==> src/rtl/ccra_pkg.sv <==
// Purpose : Constants for the CPU core status word, operand registers and arithmetic datapath
// Assumes : Single clock, synchronous active-high reset
// Notes   : Opcode classes, cycle and byte counts per instruction, register offsets and reset values
package ccra_pkg;

   // Widths
   localparam int          PC_W          = 16;
   localparam int          CNT_W         = 3;

   // Special-function register offsets
   localparam logic [7:0]  SFR_SP        = 8'h81;
   localparam logic [7:0]  SFR_DPL       = 8'h82;
   localparam logic [7:0]  SFR_DPH       = 8'h83;
   localparam logic [7:0]  SFR_PSW       = 8'hd0;
   localparam logic [7:0]  SFR_ACC       = 8'he0;
   localparam logic [7:0]  SFR_B         = 8'hf0;

   // Reset values
   localparam logic [7:0]  SP_RESET      = 8'h07;
   localparam logic [7:0]  PSW_RESET     = 8'h00;
   localparam logic [7:0]  ACC_RESET     = 8'h00;
   localparam logic [7:0]  B_RESET       = 8'h00;
   localparam logic [15:0] DATA_POINTER_16_RESET    = 16'h0000;
   localparam logic [15:0] PC_RESET      = 16'h0000;

   // Status word field positions
   localparam int          CY_BIT        = 7;
   localparam int          AC_BIT        = 6;
   localparam int          F0_BIT        = 5;
   localparam int          RS_HI         = 4;
   localparam int          RS_LO         = 3;
   localparam int          OV_BIT        = 2;
   localparam int          F1_BIT        = 1;
   localparam int          P_BIT         = 0;

   // Address areas
   localparam logic [7:0]  BIT_AREA_BASE = 8'h20;

   // Opcode groups (high nibble), low-bit operand and jump selectors, and single opcodes
   localparam logic [3:0]  GRP_ADD       = 4'h2;
   localparam logic [3:0]  GRP_ADD_WITH_CARRY_IN      = 4'h3;
   localparam logic [3:0]  GRP_SUBTRACT_WITH_BORROW      = 4'h9;
   localparam logic [3:0]  GRP_AND       = 4'h5;
   localparam logic [3:0]  LO_IMM        = 4'h4;
   localparam logic [3:0]  LO_DIR        = 4'h5;
   localparam logic [4:0]  AJMP_LOW      = 5'h01;
   localparam logic [7:0]  OP_NOP        = 8'h00;
   localparam logic [7:0]  OP_INC_A      = 8'h04;
   localparam logic [7:0]  OP_DEC_A      = 8'h14;
   localparam logic [7:0]  OP_INC_DATA_POINTER_16   = 8'ha3;
   localparam logic [7:0]  OP_MUL        = 8'ha4;
   localparam logic [7:0]  OP_DIV        = 8'h84;
   localparam logic [7:0]  OP_AND_DIR_A  = 8'h52;
   localparam logic [7:0]  OP_AND_DIR_I  = 8'h53;
   localparam logic [7:0]  OP_PUSH       = 8'hc0;
   localparam logic [7:0]  OP_SJMP       = 8'h80;
   localparam logic [7:0]  OP_MOV_DIR_I  = 8'h75;
   localparam logic [7:0]  OP_SETB_BIT   = 8'hd2;
   localparam logic [7:0]  OP_CLR_BIT    = 8'hc2;

   // Instruction lengths in bytes
   localparam logic [2:0]  BYTES_1       = 3'd1;
   localparam logic [2:0]  BYTES_2       = 3'd2;
   localparam logic [2:0]  BYTES_3       = 3'd3;

   // Instruction durations in cycles
   localparam logic [2:0]  CYC_1         = 3'd1;
   localparam logic [2:0]  CYC_2         = 3'd2;
   localparam logic [2:0]  CYC_3         = 3'd3;
   localparam logic [2:0]  CYC_4         = 3'd4;
   localparam logic [2:0]  CYC_5         = 3'd5;

   // Arithmetic operation selected by the opcode group
   typedef enum logic [1:0] {
      ALU_ADD,
      ALU_ADD_WITH_CARRY_IN,
      ALU_SUBTRACT_WITH_BORROW,
      ALU_AND
   } ccra_alu_t;

endpackage : ccra_pkg

==> src/rtl/ccra_core.sv <==
// Purpose : CPU core architectural registers and arithmetic/logic datapath
// Assumes : Code memory answers combinationally to o_code_addr; internal data memory lives here
// Notes   : Unlisted opcodes run as one-cycle no-operations
`timescale 1ns/10ps

module ccra_core (
   // Clock and reset
   input  wire logic                       i_clk,
   input  wire logic                       i_reset,
   // Code memory
   output logic [ccra_pkg::PC_W-1:0]       o_code_addr,
   input  wire logic [7:0]                 i_code_data,
   // Architectural state
   output logic [7:0]                      o_main_operand,
   output logic [7:0]                      o_second_operand,
   output logic [7:0]                      o_cpu_status_word,
   output logic [7:0]                      o_stack_top_pointer,
   output logic [15:0]                     o_data_pointer_16,
   // Instruction boundary
   output logic                            o_insn_start
);
   import ccra_pkg::*;

   // State
   logic [PC_W-1:0]  pc_r;
   logic [PC_W-1:0]  pc_nxt;
   logic [CNT_W-1:0] cnt_r;
   logic [CNT_W-1:0] cnt_nxt;
   logic [7:0]       op_r;
   logic [7:0]       b1_r;
   logic [7:0]       b2_r;
   logic [7:0]       acc_r;
   logic [7:0]       acc_nxt;
   logic [7:0]       b_r;
   logic [7:0]       b_nxt;
   logic [7:0]       psw_r;
   logic [7:0]       psw_nxt;
   logic [7:0]       sp_r;
   logic [7:0]       sp_nxt;
   logic [15:0]      data_pointer_16_r;
   logic [15:0]      data_pointer_16_nxt;
   logic             start_r;
   logic [7:0]       ram [0:255];

   // Decode
   logic [7:0]       op;
   logic             grp_alu;
   logic             src_rn;
   logic             src_ri;
   logic             src_dir;
   logic             is_ajmp;
   logic             is_bit;
   logic [2:0]       n_bytes;
   logic [2:0]       n_cyc;
   logic [CNT_W-1:0] cnt_inc;
   logic             last;
   logic             fetch_byte;
   logic [7:0]       b1;
   logic [7:0]       b2;
   ccra_alu_t        alu_op;

   // Operand access
   logic [1:0]       bank;
   logic [7:0]       rn_addr;
   logic [7:0]       ri_ptr_addr;
   logic [7:0]       ri_addr;
   logic [7:0]       bit_byte;
   logic [7:0]       rd_addr;
   logic [7:0]       sfr_val;
   logic [7:0]       dir_val;
   logic [7:0]       alu_src;
   logic [7:0]       bit_mask;

   // Arithmetic
   logic             cin;
   logic [8:0]       sum9;
   logic [4:0]       sum_lo5;
   logic [8:0]       dif9;
   logic [4:0]       dif_lo5;
   logic [15:0]      prod;
   logic [7:0]       quo;
   logic [7:0]       rem;
   logic [7:0]       stack_addr;
   logic [15:0]      rel_ext;

   // Execute results
   logic [7:0]       acc_a;
   logic [7:0]       b_a;
   logic [7:0]       sp_a;
   logic [15:0]      data_pointer_16_a;
   logic             flag_wr;
   logic             ac_wr;
   logic             cy_v;
   logic             ac_v;
   logic             ov_v;
   logic             wr_en;
   logic             wr_dir;
   logic [7:0]       wr_addr;
   logic [7:0]       wr_data;
   logic             jump;
   logic [PC_W-1:0]  jtarget;
   logic             sfr_we;
   logic             ram_we;
   logic [7:0]       psw_w;

   // Opcode is on the code bus in the first cycle and held afterwards
   assign op          = (cnt_r == '0) ? i_code_data : op_r;
   assign grp_alu     = ((op[7:4] == GRP_ADD) || (op[7:4] == GRP_ADD_WITH_CARRY_IN) ||
                         (op[7:4] == GRP_SUBTRACT_WITH_BORROW) || (op[7:4] == GRP_AND)) && (op[3:0] >= LO_IMM);
   assign src_rn      = op[3];
   assign src_ri      = (op[3:1] == 3'b011);
   assign src_dir     = (op[3:0] == LO_DIR);
   assign is_ajmp     = (op[4:0] == AJMP_LOW);
   assign is_bit      = (op == OP_SETB_BIT) || (op == OP_CLR_BIT);
   assign alu_op      = (op[7:4] == GRP_ADD)  ? ALU_ADD  :
                        (op[7:4] == GRP_ADD_WITH_CARRY_IN) ? ALU_ADD_WITH_CARRY_IN :
                        (op[7:4] == GRP_SUBTRACT_WITH_BORROW) ? ALU_SUBTRACT_WITH_BORROW : ALU_AND;

   // Byte and cycle counts per opcode
   assign n_bytes     = grp_alu ? ((src_rn || src_ri) ? BYTES_1 : BYTES_2) :
                        ((op == OP_AND_DIR_I) || (op == OP_MOV_DIR_I)) ? BYTES_3 :
                        ((op == OP_AND_DIR_A) || (op == OP_PUSH) || (op == OP_SJMP) ||
                         is_ajmp || is_bit) ? BYTES_2 : BYTES_1;
   assign n_cyc       = grp_alu ? (src_rn ? CYC_1 : CYC_2) :
                        ((op == OP_MUL) || (op == OP_DIV)) ? CYC_5 :
                        ((op == OP_AND_DIR_I) || (op == OP_PUSH)) ? CYC_4 :
                        ((op == OP_AND_DIR_A) || (op == OP_SJMP) || is_ajmp ||
                         (op == OP_MOV_DIR_I) || is_bit) ? CYC_3 : CYC_1;

   // Sequencing: bytes are fetched one per cycle from the start, execution in the final cycle
   assign cnt_inc     = cnt_r + 3'd1;
   assign last        = (cnt_inc == n_cyc);
   assign fetch_byte  = (cnt_r < n_bytes);
   assign b1          = (cnt_r == 3'd1) ? i_code_data : b1_r;
   assign b2          = (cnt_r == 3'd2) ? i_code_data : b2_r;

   // Register bank and indirect pointer
   assign bank        = psw_r[RS_HI:RS_LO];
   assign rn_addr     = {3'b000, bank, op[2:0]};
   assign ri_ptr_addr = {3'b000, bank, 2'b00, op[0]};
   assign ri_addr     = ram[ri_ptr_addr];

   // Direct read port, shared by byte and bit operands
   assign bit_byte    = b1[7] ? {b1[7:3], 3'b000} : (BIT_AREA_BASE + {4'h0, b1[6:3]});
   assign rd_addr     = is_bit ? bit_byte : b1;
   assign sfr_val     = (rd_addr == SFR_SP)  ? sp_r :
                        (rd_addr == SFR_DPL) ? data_pointer_16_r[7:0] :
                        (rd_addr == SFR_DPH) ? data_pointer_16_r[15:8] :
                        (rd_addr == SFR_PSW) ? psw_r :
                        (rd_addr == SFR_ACC) ? acc_r :
                        (rd_addr == SFR_B)   ? b_r : 8'h00;
   assign dir_val     = rd_addr[7] ? sfr_val : ram[rd_addr];
   assign alu_src     = src_rn ? ram[rn_addr] :
                        src_ri ? ram[ri_addr] :
                        src_dir ? dir_val : b1;
   assign bit_mask    = 8'h01 << b1[2:0];

   // Adder and subtractor, full byte and low nibble
   assign cin         = (alu_op == ALU_ADD_WITH_CARRY_IN) ? psw_r[CY_BIT] : 1'b0;
   assign sum9        = {1'b0, acc_r} + {1'b0, alu_src} + {8'h00, cin};
   assign sum_lo5     = {1'b0, acc_r[3:0]} + {1'b0, alu_src[3:0]} + {4'h0, cin};
   assign dif9        = {1'b0, acc_r} - {1'b0, alu_src} - {8'h00, psw_r[CY_BIT]};
   assign dif_lo5     = {1'b0, acc_r[3:0]} - {1'b0, alu_src[3:0]} - {4'h0, psw_r[CY_BIT]};

   // Multiply and divide; a zero divisor keeps both operands to avoid an undefined quotient
   assign prod        = {8'h00, acc_r} * {8'h00, b_r};
   assign quo         = (b_r == 8'h00) ? acc_r : acc_r / b_r;
   assign rem         = (b_r == 8'h00) ? b_r : acc_r % b_r;

   assign stack_addr  = sp_r + 8'h01;
   assign rel_ext     = {{8{b1[7]}}, b1};

   // Execute
   always_comb begin
      acc_a   = acc_r;
      b_a     = b_r;
      sp_a    = sp_r;
      data_pointer_16_a  = data_pointer_16_r;
      flag_wr = 1'b0;
      ac_wr   = 1'b0;
      cy_v    = 1'b0;
      ac_v    = 1'b0;
      ov_v    = 1'b0;
      wr_en   = 1'b0;
      wr_dir  = 1'b1;
      wr_addr = b1;
      wr_data = 8'h00;
      jump    = 1'b0;
      jtarget = pc_r;
      if (last) begin
         if (grp_alu) begin
            unique case (alu_op)
               ALU_ADD, ALU_ADD_WITH_CARRY_IN: begin
                  acc_a   = sum9[7:0];
                  flag_wr = 1'b1;
                  ac_wr   = 1'b1;
                  cy_v    = sum9[8];
                  ac_v    = sum_lo5[4];
                  ov_v    = sum9[8];
               end
               ALU_SUBTRACT_WITH_BORROW: begin
                  acc_a   = dif9[7:0];
                  flag_wr = 1'b1;
                  ac_wr   = 1'b1;
                  cy_v    = dif9[8];
                  ac_v    = dif_lo5[4];
                  ov_v    = dif9[8];
               end
               ALU_AND: begin
                  acc_a   = acc_r & alu_src;
               end
            endcase
         end else if (is_ajmp) begin
            jump    = 1'b1;
            jtarget = {pc_r[15:11], op[7:5], b1};
         end else begin
            case (op)
               OP_INC_A:     acc_a = acc_r + 8'h01;
               OP_DEC_A:     acc_a = acc_r - 8'h01;
               OP_INC_DATA_POINTER_16:  data_pointer_16_a = data_pointer_16_r + 16'h0001;
               OP_MUL: begin
                  acc_a   = prod[7:0];
                  b_a     = prod[15:8];
                  flag_wr = 1'b1;
                  ov_v    = (prod[15:8] != 8'h00);
               end
               OP_DIV: begin
                  acc_a   = quo;
                  b_a     = rem;
                  flag_wr = 1'b1;
                  ov_v    = (b_r == 8'h00);
               end
               OP_AND_DIR_A: begin
                  wr_en   = 1'b1;
                  wr_data = dir_val & acc_r;
               end
               OP_AND_DIR_I: begin
                  wr_en   = 1'b1;
                  wr_data = dir_val & b2;
               end
               OP_MOV_DIR_I: begin
                  wr_en   = 1'b1;
                  wr_data = b2;
               end
               OP_SETB_BIT, OP_CLR_BIT: begin
                  wr_en   = 1'b1;
                  wr_addr = bit_byte;
                  wr_data = (op == OP_SETB_BIT) ? (dir_val | bit_mask) : (dir_val & ~bit_mask);
               end
               OP_PUSH: begin
                  sp_a    = stack_addr;
                  wr_en   = 1'b1;
                  wr_dir  = 1'b0;
                  wr_addr = stack_addr;
                  wr_data = dir_val;
               end
               OP_SJMP: begin
                  jump    = 1'b1;
                  jtarget = pc_r + rel_ext;
               end
               default: ;
            endcase
         end
      end
   end

   // Write port split between registers and data memory
   assign sfr_we   = wr_en & wr_dir & wr_addr[7];
   assign ram_we   = wr_en & ~sfr_we;
   assign acc_nxt  = (sfr_we && (wr_addr == SFR_ACC)) ? wr_data : acc_a;
   assign b_nxt    = (sfr_we && (wr_addr == SFR_B)) ? wr_data : b_a;
   assign sp_nxt   = (sfr_we && (wr_addr == SFR_SP)) ? wr_data : sp_a;
   assign data_pointer_16_nxt = (sfr_we && (wr_addr == SFR_DPL)) ? {data_pointer_16_a[15:8], wr_data} :
                     (sfr_we && (wr_addr == SFR_DPH)) ? {wr_data, data_pointer_16_a[7:0]} : data_pointer_16_a;
   assign psw_w    = (sfr_we && (wr_addr == SFR_PSW)) ? wr_data : psw_r;

   // Parity is recomputed from the next accumulator, so a written parity bit never sticks
   assign psw_nxt  = {flag_wr ? cy_v : psw_w[CY_BIT],
                      ac_wr ? ac_v : psw_w[AC_BIT],
                      psw_w[F0_BIT],
                      psw_w[RS_HI:RS_LO],
                      flag_wr ? ov_v : psw_w[OV_BIT],
                      psw_w[F1_BIT],
                      ^acc_nxt};

   assign pc_nxt   = jump ? jtarget : (fetch_byte ? pc_r + 16'h0001 : pc_r);
   assign cnt_nxt  = last ? '0 : cnt_inc;

   // Sequencer and operand latches
   always_ff @(posedge i_clk) begin
      if (i_reset) begin
         pc_r    <= PC_RESET;
         cnt_r   <= '0;
         op_r    <= OP_NOP;
         b1_r    <= 8'h00;
         b2_r    <= 8'h00;
         start_r <= 1'b1;
      end else begin
         pc_r    <= pc_nxt;
         cnt_r   <= cnt_nxt;
         if (cnt_r == 3'd0) op_r <= i_code_data;
         if (cnt_r == 3'd1) b1_r <= i_code_data;
         if (cnt_r == 3'd2) b2_r <= i_code_data;
         start_r <= last;
      end
   end

   // Architectural registers
   always_ff @(posedge i_clk) begin
      if (i_reset) begin
         acc_r  <= ACC_RESET;
         b_r    <= B_RESET;
         psw_r  <= PSW_RESET;
         sp_r   <= SP_RESET;
         data_pointer_16_r <= DATA_POINTER_16_RESET;
      end else begin
         acc_r  <= acc_nxt;
         b_r    <= b_nxt;
         psw_r  <= psw_nxt;
         sp_r   <= sp_nxt;
         data_pointer_16_r <= data_pointer_16_nxt;
      end
   end

   // Internal data memory; contents are undefined after reset like any RAM
   always_ff @(posedge i_clk) begin
      if (ram_we) ram[wr_addr] <= wr_data;
   end

   assign o_code_addr         = pc_r;
   assign o_main_operand      = acc_r;
   assign o_second_operand    = b_r;
   assign o_cpu_status_word   = psw_r;
   assign o_stack_top_pointer = sp_r;
   assign o_data_pointer_16   = data_pointer_16_r;
   assign o_insn_start        = start_r;

endmodule : ccra_core

==> config.mk <==
export PLATFORM = sky130hd
export DESIGN_NAME = ccra_core
export DESIGN_NICKNAME = d
export VERILOG_FILES = /design/src/rtl/ccra_pkg.sv /design/src/rtl/ccra_core.sv
export SDC_FILE = /design/constraint.sdc
export NUM_CORES = 2
export LEC_CHECK = 0
export BUFFER_PORTS_ARGS = -buffer_cell sky130_fd_sc_hd__clkbuf_2
export CAP_MARGIN = 20
export CORE_MARGIN = 8
export CORE_UTILIZATION = 30
export CTS_BUF_LIST = sky130_fd_sc_hd__clkbuf_4
export CTS_CLUSTER_SIZE = 25
export DETAILED_ROUTE_END_ITERATION = 10
export HOLD_SLACK_MARGIN = 0.12
export SYNTH_ARGS = -nofsm -noshare
export SYNTH_HDL_FRONTEND = slang
export SYNTH_SLANG_ARGS = --single-unit
export TNS_END_PERCENT = 100
==> constraint.sdc <==
create_clock -name i_clk -period 13.3 [get_ports i_clk]
set_input_delay 1.33 -clock i_clk [delete_from_list [all_inputs] [get_ports i_clk]]
set_output_delay 1.33 -clock i_clk [all_outputs]
set_load 0.005 [all_outputs]
Word-level counts from Yosys, hierarchy flattened
Memories as Yosys holds them, arrays and structs flattened.
Cells that the tools add are included.
{ "classes": {"n_bitwise": 10, "multipliers": 1, "n_mux": 102, "n_addsub": 16, "n_reduce_logical": 45, "eq_ne": 47, "shift": 1, "div_mod_pow": 2, "order_cmp": 2} }
{ "op_table": {"columns": ["cell", "count"], "rows": [
  ["8-bit 2-to-1 mux", 38],
  ["16-bit 2-to-1 mux", 12],
  ["8-bit equality test, second input constant", 19],
  ["8-bit one-hot mux with 5 select lines", 1],
  ["1-bit 2-to-1 mux", 33],
  ["16-bit by 1-bit adder with 16-bit output, second input constant", 2],
  ["8-bit AND", 4],
  ["8-bit one-hot mux with 2 select lines", 2],
  ["8-bit one-hot mux with 4 select lines", 1],
  ["8-bit by 7-bit equality test with 1-bit output, second input constant", 3],
  ["8-bit one-hot mux with 3 select lines", 1],
  ["16-bit adder", 1],
  ["8-bit by 1-bit adder with 8-bit output, second input constant", 2],
  ["1-bit logical OR", 16],
  ["8-bit by 8-bit multiplier with 16-bit output", 1],
  ["2-bit 2-to-1 mux", 8],
  ["2-bit nonzero test", 6],
  ["2-bit by 1-bit inequality test with 1-bit output, second input constant", 5],
  ["5-bit AND reduction", 2],
  ["8-bit by 8-bit adder with 9-bit output", 1],
  ["9-bit by 1-bit adder with 9-bit output", 1],
  ["3-bit 2-to-1 mux", 3],
  ["8-bit by 8-bit subtractor with 9-bit output", 1],
  ["9-bit by 1-bit subtractor with 9-bit output", 1],
  ["other kinds (41)", 62]
]} }
{ "totals": {"ramBits": 2048, "regBits": 92, "mem_count": 1, "out_inout_bits": 65, "word_cells": 242} }
{ "mem_list": {"columns": ["name", "words", "word_bits", "rd", "rd_ports_with_merged_regs", "wr", "line_no", "rtl"], "rows": [
  ["ram", 256, 8, 4, 0, 1, "ccra_core.sv:43", "logic [7:0] ram [0:255];"]
]} }

Depth between registers and ports, before layout
{ "depth": {"depth_word": 23, "mapped_depth": 67, "mapped_depth_nobuf": 65} }

Worst setup path before layout
No wires, ideal clock.
{ "synth_path": {"path_type": "flip-flop to flip-flop", "from": "reg b_r[5] (netlist: o_second_operand[5])", "to": "reg psw_r[0] (netlist: o_cpu_status_word[0])", "path_slack_ns": -0.053, "path_stages_with_launch": 59, "t_arrival_ns": 13.230, "setup_time_ns": 0.123, "synth_period_minus_slack_ns": 13.353, "path_cell_list": "dfxtp_1 > clkbuf_1 > or4_1 > nor4_1 > a21oi_1 > a21oi_1 > ha_1 > o21a_1 > o21ai_0 > mux2_2 > ha_1 > o21a_1 > o21ai_0 > mux2_2 > ha_1 > o21a_1 > o21a_1 > o21bai_1 > [... 23 more ...] > nor2_1 > nor2_1 > mux2_2 > ha_1 > a21o_1 > a21oi_1 > o21bai_1 > a21oi_1 > o21ai_0 > a21o_1 > a21oi_1 > o21ai_0 > a22o_1 > xor2_1 > xnor3_1 > xnor2_1 > mux2i_1 > mux2_1"} }
{ "synth_between": {"elab_chain_len": 17, "word_cells_on_any_way": 35, "classes_between": "4 x add/sub; 1 x mul; 1 x div; 22 x mux; 5 x bitwise; 2 x reduce/logical"} }
{ "synth_lines": {"columns": ["item", "line_no", "rtl"], "rows": [
  ["start: declaration", "ccra_core.sv:34", "logic [7:0] b_r;"],
  ["start signal: assignment", "ccra_core.sv:318", "b_r <= b_nxt;"],
  ["branches (longest 15 deep; another with 8-bit by 8-bit divider with 8-bit output)", null, null],
  ["8-bit 2-to-1 mux (*)", "ccra_core.sv:270", "assign acc_nxt = (sfr_we && (wr_addr == SFR_ACC)) ? wr_data : acc_a;"],
  ["8-bit parity (*)", "ccra_core.sv:284", "^acc_nxt};"],
  ["end signal: assignment", "ccra_core.sv:319", "psw_r <= psw_nxt;"],
  ["end: declaration", "ccra_core.sv:36", "logic [7:0] psw_r;"]
]} }
Mark *: on every way between the ends.
A chain may end at the register's enable or synchronous reset.

Worst setup path after layout
{ "layout_path": {"from": "reg b_r[7] (netlist: o_second_operand[7])", "to": "reg psw_r[0] (netlist: o_cpu_status_word[0])"} }
Same word-level chain as after synthesis.

==> impl_metrics.py <==
metrics = {
    "synth": {
        "synth_top_flop_cell": "sky130_fd_sc_hd__edfxtp_1",
        "synthesis.yosys.warnings": 0,
        "synth_compound_gate_area_share": 0.1356,
        "synth_seq_area_share": 0.5956,
        "mux_share_of_post_synthesis_cell_area": 0.07785,
        "synth.top_cell.area_share": 0.5783,
        "number_of_enable_flip_flop_cells_after_synthesis": 2048,
        "synth.lib_cells_used.distinct": 98,
        "synth_top_family_by_area": "compound AO/OA/AOI/OAI gates",
        "syn_avg_cell_area_um2": 11.80,
        "yosys_register_bits": 2140,
        "adder_cell_share_of_the_synthesized_area": 0.02327,
        "syn_nets": 9197,
        "post_synth_instance_area_um2": 106300,
        "postSynth.asyncResetShare": 0,
        "synthesis.instances": 9015,
        "synth.top_cells.by_area": "sky130_fd_sc_hd__edfxtp_1 (58%), sky130_fd_sc_hd__nand2_1 (5.7%), sky130_fd_sc_hd__mux2i_1 (5.4%)",
        "post_synth_xor_area_fraction": 0.008660,
        "synth-simple-area-share": 0.1252,
        "most_area_hungry_cell_type_in_the_yosys_netlist": "sky130_fd_sc_hd__edfxtp_1",
    },
    "global_routing": {
        "grt_pass1_wl_um": 549600,
        "grt_busiest_layer": "met2",
        "largest_net_degree_at_the_start_of_global_routing": 209,
        "first_global_vias": 78650,
        "met1_usage": 0.2574,
        "groute.usage.overall": 0.1967,
        "antenna_found_initial": 25,
        "grt.met2_usage": 0.2855,
        "grt_remaining_overflow": 0,
        "globalRouteMet3Util": 0.06660,
    },
    "setup_path": {
        "cpMostUsedCell": "sky130_fd_sc_hd__o21a_1",
        "timing.critical_path.fanout_max": 8,
        "cp_slowest_cell": "sky130_fd_sc_hd__or4_1",
        "worst-r2r-setup-slack_ns": 0.75,
        "critPathArrivalTime_ns": 13.73,
        "critPathMaxStageDelay_ns": 0.55,
        "worst-setup-path-type": "reg -> reg",
        "cp.required_ns": 14.48,
        "start_kind": "flip-flop",
        "endpoint_kind": "flip-flop",
        "timing.reg2reg.worst_path_depth": 62,
    },
    "drt": {
        "via_count": 82360,
        "antenna_violation_net_count_after_detailed_routing": 0,
        "routed_wl_um": 387100,
        "routedWlPerCell_um": 26.88,
        "detail_route.first_pass.iterations": 7,
        "initialDrtViolationCount": 11250,
        "viasPerCell": 5.718,
        "detail_route.drc_violations": 0,
    },
    "timing": {
        "report.final.hold_viol_count": 0,
        "setup_tns_ns": 0,
        "fin_worst_setup_slack_ns": 0.7530,
        "final.setup_skew_ns": 0.1350,
        "timing.final.setup_violations": 0,
        "slew_headroom": 0.04975,
        "worst_margin_slew_ns": 1.425,
        "final.period_utilization": 0.9434,
        "max_freq_mhz": 79.70,
        "number_of_max_slew_violations_in_the_final_report": 0,
        "timing.final.crit_period_ns": 12.55,
    },
    "floorplanning": {
        "starting_density_of_the_core": 0.3015,
        "placement_rows": 218,
        "ioPinCount": 75,
        "die_h_um": 611.4,
        "floorplan.die.width_um": 611.4,
        "full_die_area_um2": 373800,
        "coreArea_um2": 352700,
    },
    "place": {
        "place.port_buffers": 74,
        "post-place-cells": 13460,
        "gp_congestion": 0.9730,
        "hpwl_um": 246800,
        "detailedPlace.worstSlack_ns": 0.1052,
    },
    "layout": {
        "area_grow_syn2layout_pct": 12.72,
        "nFillCells": 34670,
        "final_util": 0.3399,
        "ff_latch_area_um2": 63340,
        "multiInputGateArea_um2": 39820,
        "drive_above_1_share": 0.1520,
        "layoutNonFillerInstCount": 14400,
        "fin_nets": 9479,
    },
    "pwr": {
        "power.ir.vdd_worst_mv": 0.8551,
        "leakage_nw": 43.87,
        "powerDensity_nw_per_um2": 185.1,
    },
    "job": {
        "timing.max_cap.violations": 0,
    },
    "cts": {
        "clock-root-buffer": "sky130_fd_sc_hd__clkbuf_4",
        "clk_transition_reported_paths_ns": 0.07,
        "cts-buffers-inserted": 550,
        "clk-insertion-delay-late_ns": 1.36,
        "htreeDepth": 6,
        "tritoncts": "done",
        "clkSinkCount": 2140,
        "clock_path_buffers": 4,
    },
    "worst_hold_path": {
        "hp-class": "in -> reg",
        "hold_path_cells": 2,
    },
    "status": {
        "status": "finished, final reports clean",
    },
}
## registers in the layout, indices dropped and copies added (netlist names)
| name | cells |
|---|---|
| o_stack_top_pointer | 8 |
| cnt_r | 3 |
| o_code_addr | 16 |
| o_insn_start | 1 |
| ram | 2048 |
| op_r | 8 |
| o_second_operand | 8 |
| o_cpu_status_word | 8 |
| b2_r | 8 |
| b1_r | 8 |
| o_main_operand | 8 |
| o_data_pointer_16 | 16 |
## placed cells by master (no fill, tap or decap), drive strengths merged, types with 16 or more instances in the layout
| cell | count |
|---|---|
| nand4 | 20 |
| nor2 | 527 |
| mux4 | 100 |
| a21o | 23 |
| xor2 | 25 |
| o31ai | 21 |
| bufinv | 17 |
| a211oi | 648 |
| and3 | 22 |
| inv | 147 |
| o22ai | 87 |
| a31oi | 239 |
| a21oi | 339 |
| a311oi | 263 |
| o221ai | 32 |
| nor3 | 113 |
| dfxtp | 92 |
| clkinv | 106 |
| mux2i | 574 |
| o211ai | 65 |
| nor4 | 27 |
| edfxtp | 2048 |
| o311ai | 31 |
| nand2 | 1603 |
| nand3 | 221 |
| nor2b | 407 |
| buf | 355 |
| ha | 129 |
| diode | 16 |
| mux2 | 24 |
| or3 | 18 |
| o21ai | 132 |
| xnor2 | 75 |
| o21a | 23 |
| fa | 43 |
| clkbuf | 850 |
| o21bai | 19 |
## Yosys cell counts, drive strengths merged (8+ instances only)
master,n
a211oi,648
a21o,23
a21oi,339
a221oi,15
a22oi,9
a311oi,263
a31oi,239
a32oi,12
and3,22
buf,223
clkbuf,476
dfxtp,92
edfxtp,2048
fa,43
ha,129
inv,130
mux2,24
mux2i,574
mux4,100
nand2,1603
nand2b,15
nand3,221
nand4,20
nor2,527
nor2b,407
nor3,113
nor4,27
o211ai,65
o21a,23
o21ai,132
o21bai,19
o221ai,32
o22a,8
o22ai,87
o311ai,31
o31ai,21
o32ai,8
or3,18
or4,15
xnor2,75
xor2,25
## metrics by stage
stage	area, um^2	power, mW	hold WS (ns)
floorplan	106300	12.80	0.4440
global placement	112800	16.09	0.4780
detailed placement	112800	16.07	0.4939
CTS	119700	21.86	0.3595
global route	119800	23.25	0.4429
finish	119900	22.19	0.4983
## per-layer routing
metal,wire (um),share of wire
met5,368,0.00095
met4,23520,0.061
met3,47880,0.12
met2,163400,0.42
met1,152000,0.39
## repair_timing
item,in CTS,in global routing
resized for setup,1,28
endpoints found under the setup margin,1,10
pin swaps,0,13
hold buffers,0,0
setup buffers,0,5
## report_power, final
| part | switching, mW | internal (mW) | total [mW] |
|---|---|---|---|
| clock | 2.78 | 3.00 | 5.79 |
| sequential | 0.0394 | 7.30 | 7.34 |
| combinational | 5.60 | 3.47 | 9.07 |
## final timing paths
kind,to,startpoint
worst max-delay path,o_cpu_status_word[0],o_second_operand[7]
worst min-delay path,o_code_addr[12],i_reset
worst max register to register,o_cpu_status_word[0],o_second_operand[7]
worst min register to register,cnt_r[0],cnt_r[0]
## worst max-delay path: cells and delay by family (launching register included)
family                     cells  cell delay (ns)
AOI/OAI and AO/OA             34             5.31
xor gates and xnor gates       3             0.56
adders and majority gates      7             2.03
buffers and inverters          6             0.98
DFF                            1             0.30
muxes                          6             1.85
and+or+nand+nor                6             1.34
## cell type report
class                      instances  area share
sequential                      2140      0.5284
multi-input combinational       6040      0.3322
tap                             4730     0.04937
clock buffer                     776     0.04860
timing repair buffer             429     0.02837
clock inverter                   137    0.008329
inverter                         136    0.004384
antenna                           16   0.0003340
## kinds of logic after synthesis
logic type	Yosys count
buf+inv	835
simple gates	3025
fa+ha+maj	172
mux	698
xor+xnor	102
compound gates	2043
flops	2140
Power figures use the tool's default switching activity.
